File: src/gphy_regs_pkg.sv
package gphy_regs_pkg;
   // =====================================================
   // register map (word index, one register per address)
   localparam logic [4:0] ADDR_GIG_CTRL = 5'h09;
   localparam logic [4:0] ADDR_GIG_STAT = 5'h0A;
   localparam logic [4:0] ADDR_IND_CTRL = 5'h0D;
   localparam logic [4:0] ADDR_IND_DATA = 5'h0E;
   localparam logic [4:0] ADDR_EXT_ABIL = 5'h0F;
   localparam logic [4:0] ADDR_IRQ_STAT = 5'h1A;
   localparam logic [4:0] ADDR_IRQ_MASK = 5'h1B;

   // =====================================================
   // reset values
   localparam logic [2:0] TEST_MODE_RST = 3'h0;
   localparam logic ADV_FD_RST = 1'b1;
   localparam logic ADV_HD_RST = 1'b1;
   localparam logic [15:0] IND_DATA_RST = 16'h0000;
   localparam logic [4:0] IND_DEV_RST = 5'h00;
   localparam logic [7:0] IDLE_ERR_RST = 8'h00;
   localparam logic [7:0] IDLE_ERR_MAX = 8'hFF;
   localparam logic [15:0] EXT_ABIL_VAL = 16'h3000;

   // =====================================================
   // field positions
   localparam int CTRL_TEST_LSB = 13;
   localparam int CTRL_MS_EN = 12;
   localparam int CTRL_MS_VAL = 11;
   localparam int CTRL_PORT = 10;
   localparam int CTRL_FD = 9;
   localparam int CTRL_HD = 8;
   localparam int IRQ_W = 3;
   localparam int IRQ_FAULT = 0;
   localparam int IRQ_RX_CHG = 1;
   localparam int IRQ_IDLE_ERR = 2;

   typedef enum logic [2:0] {
      TM_NORMAL = 3'h0,
      TM_WAVEFORM = 3'h1,
      TM_JITTER_MASTER = 3'h2,
      TM_JITTER_SLAVE = 3'h3,
      TM_DISTORTION = 3'h4
   } test_mode_t;

   typedef enum logic [1:0] {
      FN_ADDRESS = 2'h0,
      FN_DATA = 2'h1,
      FN_DATA_INC_RW = 2'h2,
      FN_DATA_INC_WR = 2'h3
   } ind_fn_t;

   // live status from the phy datapath
   typedef struct packed {
      logic ms_fault;
      logic resolved_master;
      logic local_rx_ok;
      logic remote_rx_ok;
      logic partner_fd;
      logic partner_hd;
      logic idle_err;
   } phy_status_t;

   // settings driven into the phy datapath
   typedef struct packed {
      logic [2:0] test_mode;
      logic test_mode_valid;
      logic ms_manual;
      logic ms_force_master;
      logic multi_port;
      logic adv_fd;
      logic adv_hd;
   } phy_ctrl_t;

   // indirect access strobe toward the manageable devices
   typedef struct packed {
      logic rd;
      logic wr;
      logic [4:0] dev;
      logic [15:0] addr;
      logic [15:0] wdata;
   } ind_req_t;
endpackage

File: src/gigabit_phy_mgmt_regs.sv
// Implementation choice: the plain strobed port.
`timescale 1ns/1ps
`default_nettype none
// Function
// - test mode field selects transmitter test
// - manual enable overrides automatic master/slave resolution
// - manual value: 0 slave, 1 master
// - port type bit: single or multi port
// - advertise gigabit full/half duplex, reset one
// - configuration fault bit latches high
// - resolution bit reports master or slave
// - local and remote receiver ok bits
// - partner advertised full/half duplex bits
// - idle error counter, clears on read
// - function field selects address or data
// - no address increment on writes
// - five bit device select field
// - address/data holds address or data
// - extended ability: fibre 0, twisted pair 1
module gigabit_phy_mgmt_regs
   import gphy_regs_pkg::*;
(
   input wire logic clk,
   input wire logic rst,
   input wire logic [4:0] addr,
   input wire logic [15:0] wdata,
   input wire logic wr,
   input wire logic rd,
   output logic [15:0] rdata,
   input wire phy_status_t status_in,
   input wire logic auto_master,
   output phy_ctrl_t ctrl_out,
   output logic master_sel,
   output ind_req_t ind_req,
   input wire logic [15:0] ind_rdata,
   output logic irq
);

   // =====================================================
   // pin synchronisers (three stages, change on agreement)
   logic [6:0] sync1_reg;
   logic [6:0] sync2_reg;
   logic [6:0] sync3_reg;
   logic [6:0] live_reg;
   logic [6:0] live_next;

   always_ff @(posedge clk or posedge rst)
   begin
      if (rst)
      begin
         sync1_reg <= 7'h00;
         sync2_reg <= 7'h00;
         sync3_reg <= 7'h00;
      end
      else
      begin
         sync1_reg <= status_in;
         sync2_reg <= sync1_reg;
         sync3_reg <= sync2_reg;
      end
   end

   genvar gi;
   generate
      for (gi = 0; gi < 7; gi++)
      begin : g_agree
         assign live_next[gi] = (sync2_reg[gi] == sync3_reg[gi]) ? sync3_reg[gi] : live_reg[gi];
      end
   endgenerate

   always_ff @(posedge clk or posedge rst)
   begin
      if (rst)
         live_reg <= 7'h00;
      else
         live_reg <= live_next;
   end

   phy_status_t live;
   assign live = live_reg;

   logic idle_err_prev_reg;
   logic idle_err_pulse;
   logic rx_ok_prev_reg;
   logic rx_chg_pulse;
   assign idle_err_pulse = live.idle_err & ~idle_err_prev_reg;
   assign rx_chg_pulse = live.local_rx_ok ^ rx_ok_prev_reg;

   always_ff @(posedge clk or posedge rst)
   begin
      if (rst)
      begin
         idle_err_prev_reg <= 1'b0;
         rx_ok_prev_reg <= 1'b0;
      end
      else
      begin
         idle_err_prev_reg <= live.idle_err;
         rx_ok_prev_reg <= live.local_rx_ok;
      end
   end

   // =====================================================
   // gigabit control
   logic [2:0] test_mode_reg;
   logic ms_en_reg;
   logic ms_val_reg;
   logic port_reg;
   logic adv_fd_reg;
   logic adv_hd_reg;
   logic wr_ctrl;
   assign wr_ctrl = wr && (addr == ADDR_GIG_CTRL);

   always_ff @(posedge clk or posedge rst)
   begin
      if (rst)
      begin
         test_mode_reg <= TEST_MODE_RST;
         ms_en_reg <= 1'b0;
         ms_val_reg <= 1'b0;
         port_reg <= 1'b0;
         adv_fd_reg <= ADV_FD_RST;
         adv_hd_reg <= ADV_HD_RST;
      end
      else if (wr_ctrl)
      begin
         test_mode_reg <= wdata[CTRL_TEST_LSB +: 3];
         ms_en_reg <= wdata[CTRL_MS_EN];
         ms_val_reg <= wdata[CTRL_MS_VAL];
         port_reg <= wdata[CTRL_PORT];
         adv_fd_reg <= wdata[CTRL_FD];
         adv_hd_reg <= wdata[CTRL_HD];
      end
   end

   always_comb
   begin
      ctrl_out.test_mode = test_mode_reg;
      // reserved codes pass through unchanged with test_mode_valid cleared
      case (test_mode_reg)
         TM_NORMAL, TM_WAVEFORM, TM_JITTER_MASTER, TM_JITTER_SLAVE, TM_DISTORTION:
            ctrl_out.test_mode_valid = 1'b1;
         default:
            ctrl_out.test_mode_valid = 1'b0;
      endcase
      ctrl_out.ms_manual = ms_en_reg;
      ctrl_out.ms_force_master = ms_en_reg & ms_val_reg;
      ctrl_out.multi_port = port_reg;
      ctrl_out.adv_fd = adv_fd_reg;
      ctrl_out.adv_hd = adv_hd_reg;
   end

   // manual value ignored unless enabled
   assign master_sel = ms_en_reg ? ms_val_reg : auto_master;

   // =====================================================
   // gigabit status
   logic fault_latch_reg;
   logic [7:0] idle_cnt_reg;
   logic rd_stat;
   assign rd_stat = rd && (addr == ADDR_GIG_STAT);

   always_ff @(posedge clk or posedge rst)
   begin
      if (rst)
         fault_latch_reg <= 1'b0;
      else if (live.ms_fault)
         fault_latch_reg <= 1'b1;
      else if (rd_stat)
         fault_latch_reg <= 1'b0;
   end

   // saturates so a burst cannot wrap to a low count
   always_ff @(posedge clk or posedge rst)
   begin
      if (rst)
         idle_cnt_reg <= IDLE_ERR_RST;
      else if (rd_stat)
         idle_cnt_reg <= idle_err_pulse ? 8'h01 : IDLE_ERR_RST;
      else if (idle_err_pulse && idle_cnt_reg != IDLE_ERR_MAX)
         idle_cnt_reg <= idle_cnt_reg + 8'h01;
   end

   logic [15:0] stat_word;
   assign stat_word = {fault_latch_reg | live.ms_fault,
                       live.resolved_master,
                       live.local_rx_ok, live.remote_rx_ok,
                       live.partner_fd, live.partner_hd,
                       2'b00, idle_cnt_reg};

   // =====================================================
   // indirect access pair
   logic [1:0] fn_reg;
   logic [4:0] dev_reg;
   logic [15:0] ind_addr_reg;
   logic wr_ictl;
   logic data_acc;
   logic wr_data;
   logic rd_data;
   assign wr_ictl = wr && (addr == ADDR_IND_CTRL);
   assign data_acc = (fn_reg != FN_ADDRESS);
   assign wr_data = wr && (addr == ADDR_IND_DATA);
   assign rd_data = rd && (addr == ADDR_IND_DATA);

   always_ff @(posedge clk or posedge rst)
   begin
      if (rst)
      begin
         fn_reg <= FN_ADDRESS;
         dev_reg <= IND_DEV_RST;
      end
      else if (wr_ictl)
      begin
         fn_reg <= wdata[15:14];
         dev_reg <= wdata[4:0];
      end
   end

   // only reads advance the address; writes never do
   always_ff @(posedge clk or posedge rst)
   begin
      if (rst)
         ind_addr_reg <= IND_DATA_RST;
      else if (wr_data && !data_acc)
         ind_addr_reg <= wdata;
      else if (rd_data && fn_reg == FN_DATA_INC_RW)
         ind_addr_reg <= ind_addr_reg + 16'h0001;
   end

   always_ff @(posedge clk or posedge rst)
   begin
      if (rst)
         ind_req <= '0;
      else
      begin
         ind_req.wr <= wr_data && data_acc;
         ind_req.rd <= rd_data && data_acc;
         ind_req.dev <= dev_reg;
         ind_req.addr <= ind_addr_reg;
         ind_req.wdata <= wdata;
      end
   end

   // =====================================================
   // interrupt status and mask
   logic [IRQ_W-1:0] irq_stat_reg;
   logic [IRQ_W-1:0] irq_mask_reg;
   logic [IRQ_W-1:0] irq_set;
   assign irq_set[IRQ_FAULT] = live.ms_fault;
   assign irq_set[IRQ_RX_CHG] = rx_chg_pulse;
   assign irq_set[IRQ_IDLE_ERR] = idle_err_pulse;

   always_ff @(posedge clk or posedge rst)
   begin
      if (rst)
         irq_stat_reg <= '0;
      else if (wr && addr == ADDR_IRQ_STAT)
         irq_stat_reg <= (irq_stat_reg & ~wdata[IRQ_W-1:0]) | irq_set;
      else
         irq_stat_reg <= irq_stat_reg | irq_set;
   end

   always_ff @(posedge clk or posedge rst)
   begin
      if (rst)
         irq_mask_reg <= '0;
      else if (wr && addr == ADDR_IRQ_MASK)
         irq_mask_reg <= wdata[IRQ_W-1:0];
   end

   assign irq = |(irq_stat_reg & irq_mask_reg);

   // =====================================================
   // read data, one cycle after the strobe
   logic [15:0] rd_mux;
   always_comb
   begin
      case (addr)
         ADDR_GIG_CTRL:
            rd_mux = {test_mode_reg, ms_en_reg, ms_val_reg, port_reg,
                      adv_fd_reg, adv_hd_reg, 8'h00};
         ADDR_GIG_STAT:
            rd_mux = stat_word;
         ADDR_IND_CTRL:
            rd_mux = {fn_reg, 9'h000, dev_reg};
         ADDR_IND_DATA:
            rd_mux = data_acc ? ind_rdata : ind_addr_reg;
         ADDR_EXT_ABIL:
            rd_mux = EXT_ABIL_VAL;
         ADDR_IRQ_STAT:
            rd_mux = {13'h0000, irq_stat_reg};
         ADDR_IRQ_MASK:
            rd_mux = {13'h0000, irq_mask_reg};
         default:
            rd_mux = 16'h0000;
      endcase
   end

   always_ff @(posedge clk or posedge rst)
   begin
      if (rst)
         rdata <= 16'h0000;
      else if (rd)
         rdata <= rd_mux;
      else
         rdata <= 16'h0000;
   end

endmodule
`default_nettype wire

File: config.mk
export PLATFORM = sky130hd
export DESIGN_NAME = gigabit_phy_mgmt_regs
export DESIGN_NICKNAME = d
export VERILOG_FILES = /design/src/gphy_regs_pkg.sv /design/src/gigabit_phy_mgmt_regs.sv
export SDC_FILE = /design/constraint.sdc
export NUM_CORES = 1
export LEC_CHECK = 0
export BUFFER_PORTS_ARGS = -buffer_cell sky130_fd_sc_hd__buf_2
export CELL_PAD_IN_SITES_DETAIL_PLACEMENT = 0
export CELL_PAD_IN_SITES_GLOBAL_PLACEMENT = 1
export CORE_ASPECT_RATIO = 1.75
export CORE_UTILIZATION = 43
export DETAILED_ROUTE_END_ITERATION = 10
export GPL_TIMING_DRIVEN = 1
export MAX_ROUTING_LAYER = met4
export PLACE_DENSITY = 0.89
export SLEW_MARGIN = 15
export SYNTH_ARGS = -nofsm -noshare
export SYNTH_HDL_FRONTEND = slang
export SYNTH_SLANG_ARGS = --single-unit
File: constraint.sdc
create_clock -name clk -period 5 [get_ports clk]
set_clock_uncertainty 0.05 [all_clocks]
set_input_delay 0.5 -clock clk [delete_from_list [all_inputs] [get_ports clk]]
set_output_delay 0.5 -clock clk [all_outputs]
set_load 0.05 [all_outputs]
---- Word level (Yosys, flattened, before mapping) ----
Cells that the tools add are included.
storage, ports and cells
  output and inout bits ................... 66
  memories kept ........................... 0
  bits in read-only memories .............. 0
  RAM bits ................................ 0
  logic and storage cells ................. 96
  latch bits .............................. 0
  bits in registers ....................... 131
operators by class
  bitwise operators ....................... 10
  magnitude comparators ................... 0
  muxes and demuxes ....................... 13
  equality and inequality tests ........... 20
  shift operators ......................... 0
  multiply operators ...................... 0
  reduce and logical (&&, ||, !) cells .... 20
  add/subtract/negate cells ............... 2
  divide/modulo/power cells ............... 0
operators with widths
  kind                                                                    number
  16-bit one-hot mux with 7 select lines                                  1
  16-bit two-way mux                                                      4
  5-bit by 4-bit equality test with 1-bit output (second input constant)  5
  16-bit by 1-bit adder with 16-bit output (second input constant)        1
  8-bit two-way mux                                                       2
  1-bit logical AND                                                       12
  5-bit equality test (second input constant)                             2
  8-bit by 1-bit adder with 8-bit output (second input constant)          1
  8-bit inequality test (second input constant)                           1
  2-bit nonzero test                                                      4
  1-bit equality test                                                     7
  3-bit bitwise AND                                                       2
  3-bit by 2-bit equality test with 1-bit output (second input constant)  2
  3-bit bitwise OR                                                        2
  1-bit two-way mux                                                       5
  5-bit OR reduction                                                      1
  3-bit by 1-bit equality test with 1-bit output (second input constant)  1
  3-bit equality test (second input constant)                             1
  3-bit logical NOT                                                       1
  3-bit two-way mux                                                       1
  3-bit NOT                                                               1
  3-bit OR reduction                                                      1
  1-bit bitwise AND                                                       2
  2-bit equality test (second input constant)                             1
  4 further kinds                                                         4

---- Logic depth before layout (Yosys ltp) ----
  depth after elaboration ................. 5
  gate-level depth with buffers ........... 8
  mapped depth without buffers ............ 5

---- Least setup slack after synthesis ----
No wires, ideal clock.
  kind .................................... flip-flop to output port
  start point ............................. reg test_mode_reg[1]
  end point ............................... out ctrl_out[5] in the netlist's numbering
  cell stages (with the launch flop) ...... 2
  setup slack ............................. 2.707 ns
  data arrival time ....................... 1.743 ns
  cells stage by stage .................... dfrtp_1 o21ai_0
RTL lines
  item                      RTL line                      source
  start: declaration        gigabit_phy_mgmt_regs.sv:105  logic [2:0] test_mode_reg;
  start signal: assignment  gigabit_phy_mgmt_regs.sv:127  test_mode_reg <= wdata[CTRL_TEST_LSB +: 3];
  end: declaration          gigabit_phy_mgmt_regs.sv:32   output phy_ctrl_t ctrl_out,

---- Worst setup path in the final report ----
  start point ............................. reg fn_reg[0]
  end point ............................... reg ind_addr_reg[9]
between the ends
  word-level cells in the longest chain between the ends .. 4
  elaborated cells between the ends (all ways) .. 7
  classes of those cells .................. eq/ne: 1; mux: 1; reduce/logical: 5
ends and longest elaborated chain
  item                                                      RTL line                      source
  start: declaration                                        gigabit_phy_mgmt_regs.sv:193  logic [1:0] fn_reg;
  start signal: assignment                                  gigabit_phy_mgmt_regs.sv:214  fn_reg <= wdata[15:14];
  2-bit nonzero test                                        gigabit_phy_mgmt_regs.sv:201  assign data_acc = (fn_reg != FN_ADDRESS);
  1-bit logical NOT                                         gigabit_phy_mgmt_regs.sv:224  else if (wr_data && !data_acc)
  1-bit logical AND                                         gigabit_phy_mgmt_regs.sv:224
  16-bit two-way mux or 2-bit nonzero test (tied branches)  n/a
  end signal: assignment                                    gigabit_phy_mgmt_regs.sv:225  ind_addr_reg <= wdata;
  end signal: assignment                                    gigabit_phy_mgmt_regs.sv:227  ind_addr_reg <= ind_addr_reg + 16'h0001;
  end: declaration                                          gigabit_phy_mgmt_regs.sv:195  logic [15:0] ind_addr_reg;
Parallel ways exist; a longest one is shown, timed or not.
A chain may end at the register's enable or synchronous reset.

==> load_flow_metrics.sql <==
INSERT INTO impl_metrics (metric_group, metric, value, unit) VALUES
('run_status', 'run_status', 'completed', ''),
('cells_and_area', 'fin_util', '55.96', '%'),
('floorplan', 'fp-row-count', '52', ''),
('floorplan', 'floorplan.core_area', '11710', 'um^2'),
('clock_network', 'clk-insertion-delay-late', '410', 'ps'),
('timing', 'grt_setup_unrepaired', 'false', ''),
('clock_network', 'cts_root_buffer', 'sky130_fd_sc_hd__clkbuf_16', ''),
('setup_path', 'crit_path_start', 'fn_reg[0]', ''),
('clock_network', 'cts_hold_repair.buffers', '0', ''),
('timing', 'slew-limit-headroom', '27.34', '%'),
('setup_path', 'critPathSlowestCell', 'sky130_fd_sc_hd__nor2_1', ''),
('floorplan', 'initial_core_util', '44.57', '%'),
('cells_and_area', 'final_cell_mix', 'sky130_fd_sc_hd__dfrtp_1 (129), sky130_fd_sc_hd__buf_2 (114), sky130_fd_sc_hd__mux2_2 (33), sky130_fd_sc_hd__nand2_1 (28), sky130_fd_sc_hd__clkbuf_16 (17)', ''),
('yosys', 'synth.avg_cell_area', '12.70', 'um^2'),
('yosys', 'synth.ff_latch_count', '131', ''),
('placed_design', 'gp_congestion', '0.9431', ''),
('setup_path', 'worstReg2RegStart', 'fn_reg[0]', ''),
('global_route', 'global_route.usage.total', '22.02', '%'),
('yosys', 'largest_area_contributor_in_the_netlist', 'sky130_fd_sc_hd__dfrtp_1', ''),
('routing', 'top_signal_layer_used', 'met4', ''),
('yosys', 'synthesis.nets', '462', ''),
('clock_network', 'cts.clk_slew.worst_paths', '60', 'ps'),
('setup_path', 'crit_path_max_fanout', '13', ''),
('floorplan', 'ios', '115', ''),
('clock_network', 'max-clock-path-buffers', '2', ''),
('yosys', 'synth_top_cell_area_share', '61.84', '%'),
('pwr', 'design_power_total', '0.003367', 'W'),
('setup_path', 'setup.worst_path.end', 'ind_addr_reg[9]', ''),
('clock_network', 'tritoncts_sink_count', '131', ''),
('global_route', 'overflow', '0', ''),
('global_route', 'antenna_violations_before_repair', '0', ''),
('cells_and_area', 'largest_register_ff_count', '39', ''),
('yosys', 'synth-async-reset-ratio', '100.0', '%'),
('routing', 'route.met2.wl', '7272', 'um'),
('routing', 'post-route-drc-count', '0', ''),
('global_route', 'first_global_vias', '3790', ''),
('setup_path', 'setup.reg_to_reg.worst_slack', '2420', 'ps'),
('yosys', 'ys_dominant_reg_cell', 'sky130_fd_sc_hd__dfrtp_1', ''),
('timing', 'finalSetupViolations', '0', ''),
('yosys', 'yosysUniqueCellTypes', '54', ''),
('global_route', 'grt_first_pass_wirelength', '20200', 'um'),
('yosys', 'total_of_warnings_raised_by_yosys', '0', ''),
('cells_and_area', 'num-fill-cells', '989', ''),
('clock_network', 'cts_tree', 'built', ''),
('floorplan', 'design.die.area', '12600', 'um^2'),
('timing', 'timing.final.hold_violations', '0', ''),
('setup_path', 'crit_path_max_incr_delay', '890', 'ps'),
('clock_network', 'cts_repair_resize_count', '0', ''),
('setup_path', 'crit_path_cell_trace', 'nand4b_1 -> nor2_1 -> nor2_1 -> a211o_1', ''),
('routing', 'routed_wire_length_per_instance', '19.05', 'um'),
('routing', 'route.vias.total', '3810', ''),
('global_route', 'grt_max_degree', '85', ''),
('cells_and_area', 'finish.instance_area', '6554', 'um^2'),
('routing', 'wl_met3', '547', 'um'),
('setup_path', 'cp_common_cell', 'sky130_fd_sc_hd__nor2_1', ''),
('clock_network', 'post_cts.repair.setup_buffers', '0', ''),
('clock_network', 'cts-buffers-inserted', '17', ''),
('yosys', 'edff_count_synth', '0', ''),
('timing', 'fmaxAchievable', '387.4', 'MHz'),
('setup_path', 'setup_crit_start_kind', 'register', ''),
('placed_design', 'place.port_buffers', '114', ''),
('timing', 'post-route-min-period', '2581', 'ps'),
('pwr', 'peakVddDrop', '271.8', 'uV'),
('setup_path', 'timing.rr.end', 'ind_addr_reg[9]', ''),
('routing', 'drt_first_pass_iters', '5', ''),
('run', 'drv.max_cap_violation_count', '0', ''),
('setup_path', 'criticalPathCategory', 'register to register', ''),
('routing', 'avgViaCountPerCell', '5.670', ''),
('cells_and_area', 'finish.net_count', '575', ''),
('timing', 'slew_violations', '0', ''),
('floorplan', 'height_of_the_die', '147.8', 'um');
[through the flow]
step | setup slack (ps) | instances
final | 2419 | 672
after global placement | 2253 | 640
after CTS | 2419 | 672
after global routing | 2249 | 672
after detailed placement | 2136 | 640
after floorplan | 955.6 | 411
[final cells by class]
class                      count  area, um^2  area share (%)
clock inverter                15       252.7           3.856
tap                          135       168.9           2.577
sequential                   131        3281           50.06
clock buffer                  17       425.4           6.491
timing repair buffer         118       600.6           9.164
inverter                       7       28.78          0.4391
multi-input combinational    249        1797           27.41
[report_power, final]
group	internal (W)	switching, W	total [W]
sequential	0.00121	0.000161	0.00137
combinational	0.000189	0.000394	0.000584
clock	0.000940	0.000474	0.00141
[critical path: cells and delay by family, from the launching register on]
family / cells / cell delay, ps
simple gates: 3 / 1570
flops: 1 / 440
compound gates: 1 / 400
[routing by layer]
| layer | up-vias | GRT usage [%] |
|---|---|---|
| met5 | - | - |
| met3 | 16 | 4.578 |
| met1 | 1913 | 24.21 |
| li1 | 1746 | - |
| met2 | 135 | 39.19 |
| met4 | 0 | 7.750 |
[Yosys cell counts (3+ instances only)]
| cell | count |
|---|---|
| sky130_fd_sc_hd__nand4_1 | 10 |
| sky130_fd_sc_hd__a21o_1 | 5 |
| sky130_fd_sc_hd__inv_1 | 7 |
| sky130_fd_sc_hd__and3_1 | 6 |
| sky130_fd_sc_hd__clkbuf_1 | 10 |
| sky130_fd_sc_hd__nor4_1 | 3 |
| sky130_fd_sc_hd__and2_1 | 5 |
| sky130_fd_sc_hd__a22oi_1 | 13 |
| sky130_fd_sc_hd__a221o_1 | 8 |
| sky130_fd_sc_hd__a21oi_1 | 9 |
| sky130_fd_sc_hd__mux2_2 | 33 |
| sky130_fd_sc_hd__a32o_1 | 5 |
| sky130_fd_sc_hd__mux2i_1 | 8 |
| sky130_fd_sc_hd__nor2b_1 | 3 |
| sky130_fd_sc_hd__and4_1 | 4 |
| sky130_fd_sc_hd__maj3_1 | 7 |
| sky130_fd_sc_hd__buf_4 | 4 |
| sky130_fd_sc_hd__a31oi_1 | 5 |
| sky130_fd_sc_hd__a222oi_1 | 3 |
| sky130_fd_sc_hd__nor3_1 | 15 |
| sky130_fd_sc_hd__dfrtp_1 | 129 |
| sky130_fd_sc_hd__a211o_1 | 5 |
| sky130_fd_sc_hd__buf_2 | 8 |
| sky130_fd_sc_hd__nor2_1 | 14 |
| sky130_fd_sc_hd__nand2_1 | 28 |
| sky130_fd_sc_hd__nor3b_1 | 4 |
| sky130_fd_sc_hd__o21ai_0 | 13 |
| sky130_fd_sc_hd__nand3_1 | 15 |
[worst min path at each step]
stage / cells past startpoint / end / from / slack, ps
after floorplan: 0 / sync2_reg[0] / sync1_reg[0] / 280
after global placement: 0 / sync2_reg[5] / sync1_reg[5] / 280
after detailed placement: 0 / sync2_reg[3] / sync1_reg[3] / 290
after CTS: 1 / sync1_reg[2] / status_in[2] / 120
after global routing: 1 / sync1_reg[3] / status_in[3] / 120
final: 1 / sync1_reg[2] / status_in[2] / 130
[cells by family after synthesis]
group                      count (synthesis)  share of synthesized area (%)
DFF                                      131                          62.85
xor gates and xnor gates                   4                         0.6713
adders and majority gates                  9                          1.822
and+or+nand+nor                          119                          12.37
muxes                                     41                          8.653
buffers and inverters                     31                          2.852
AOI/OAI and AO/OA                         76                          10.79
Power figures use the tool's default switching activity.
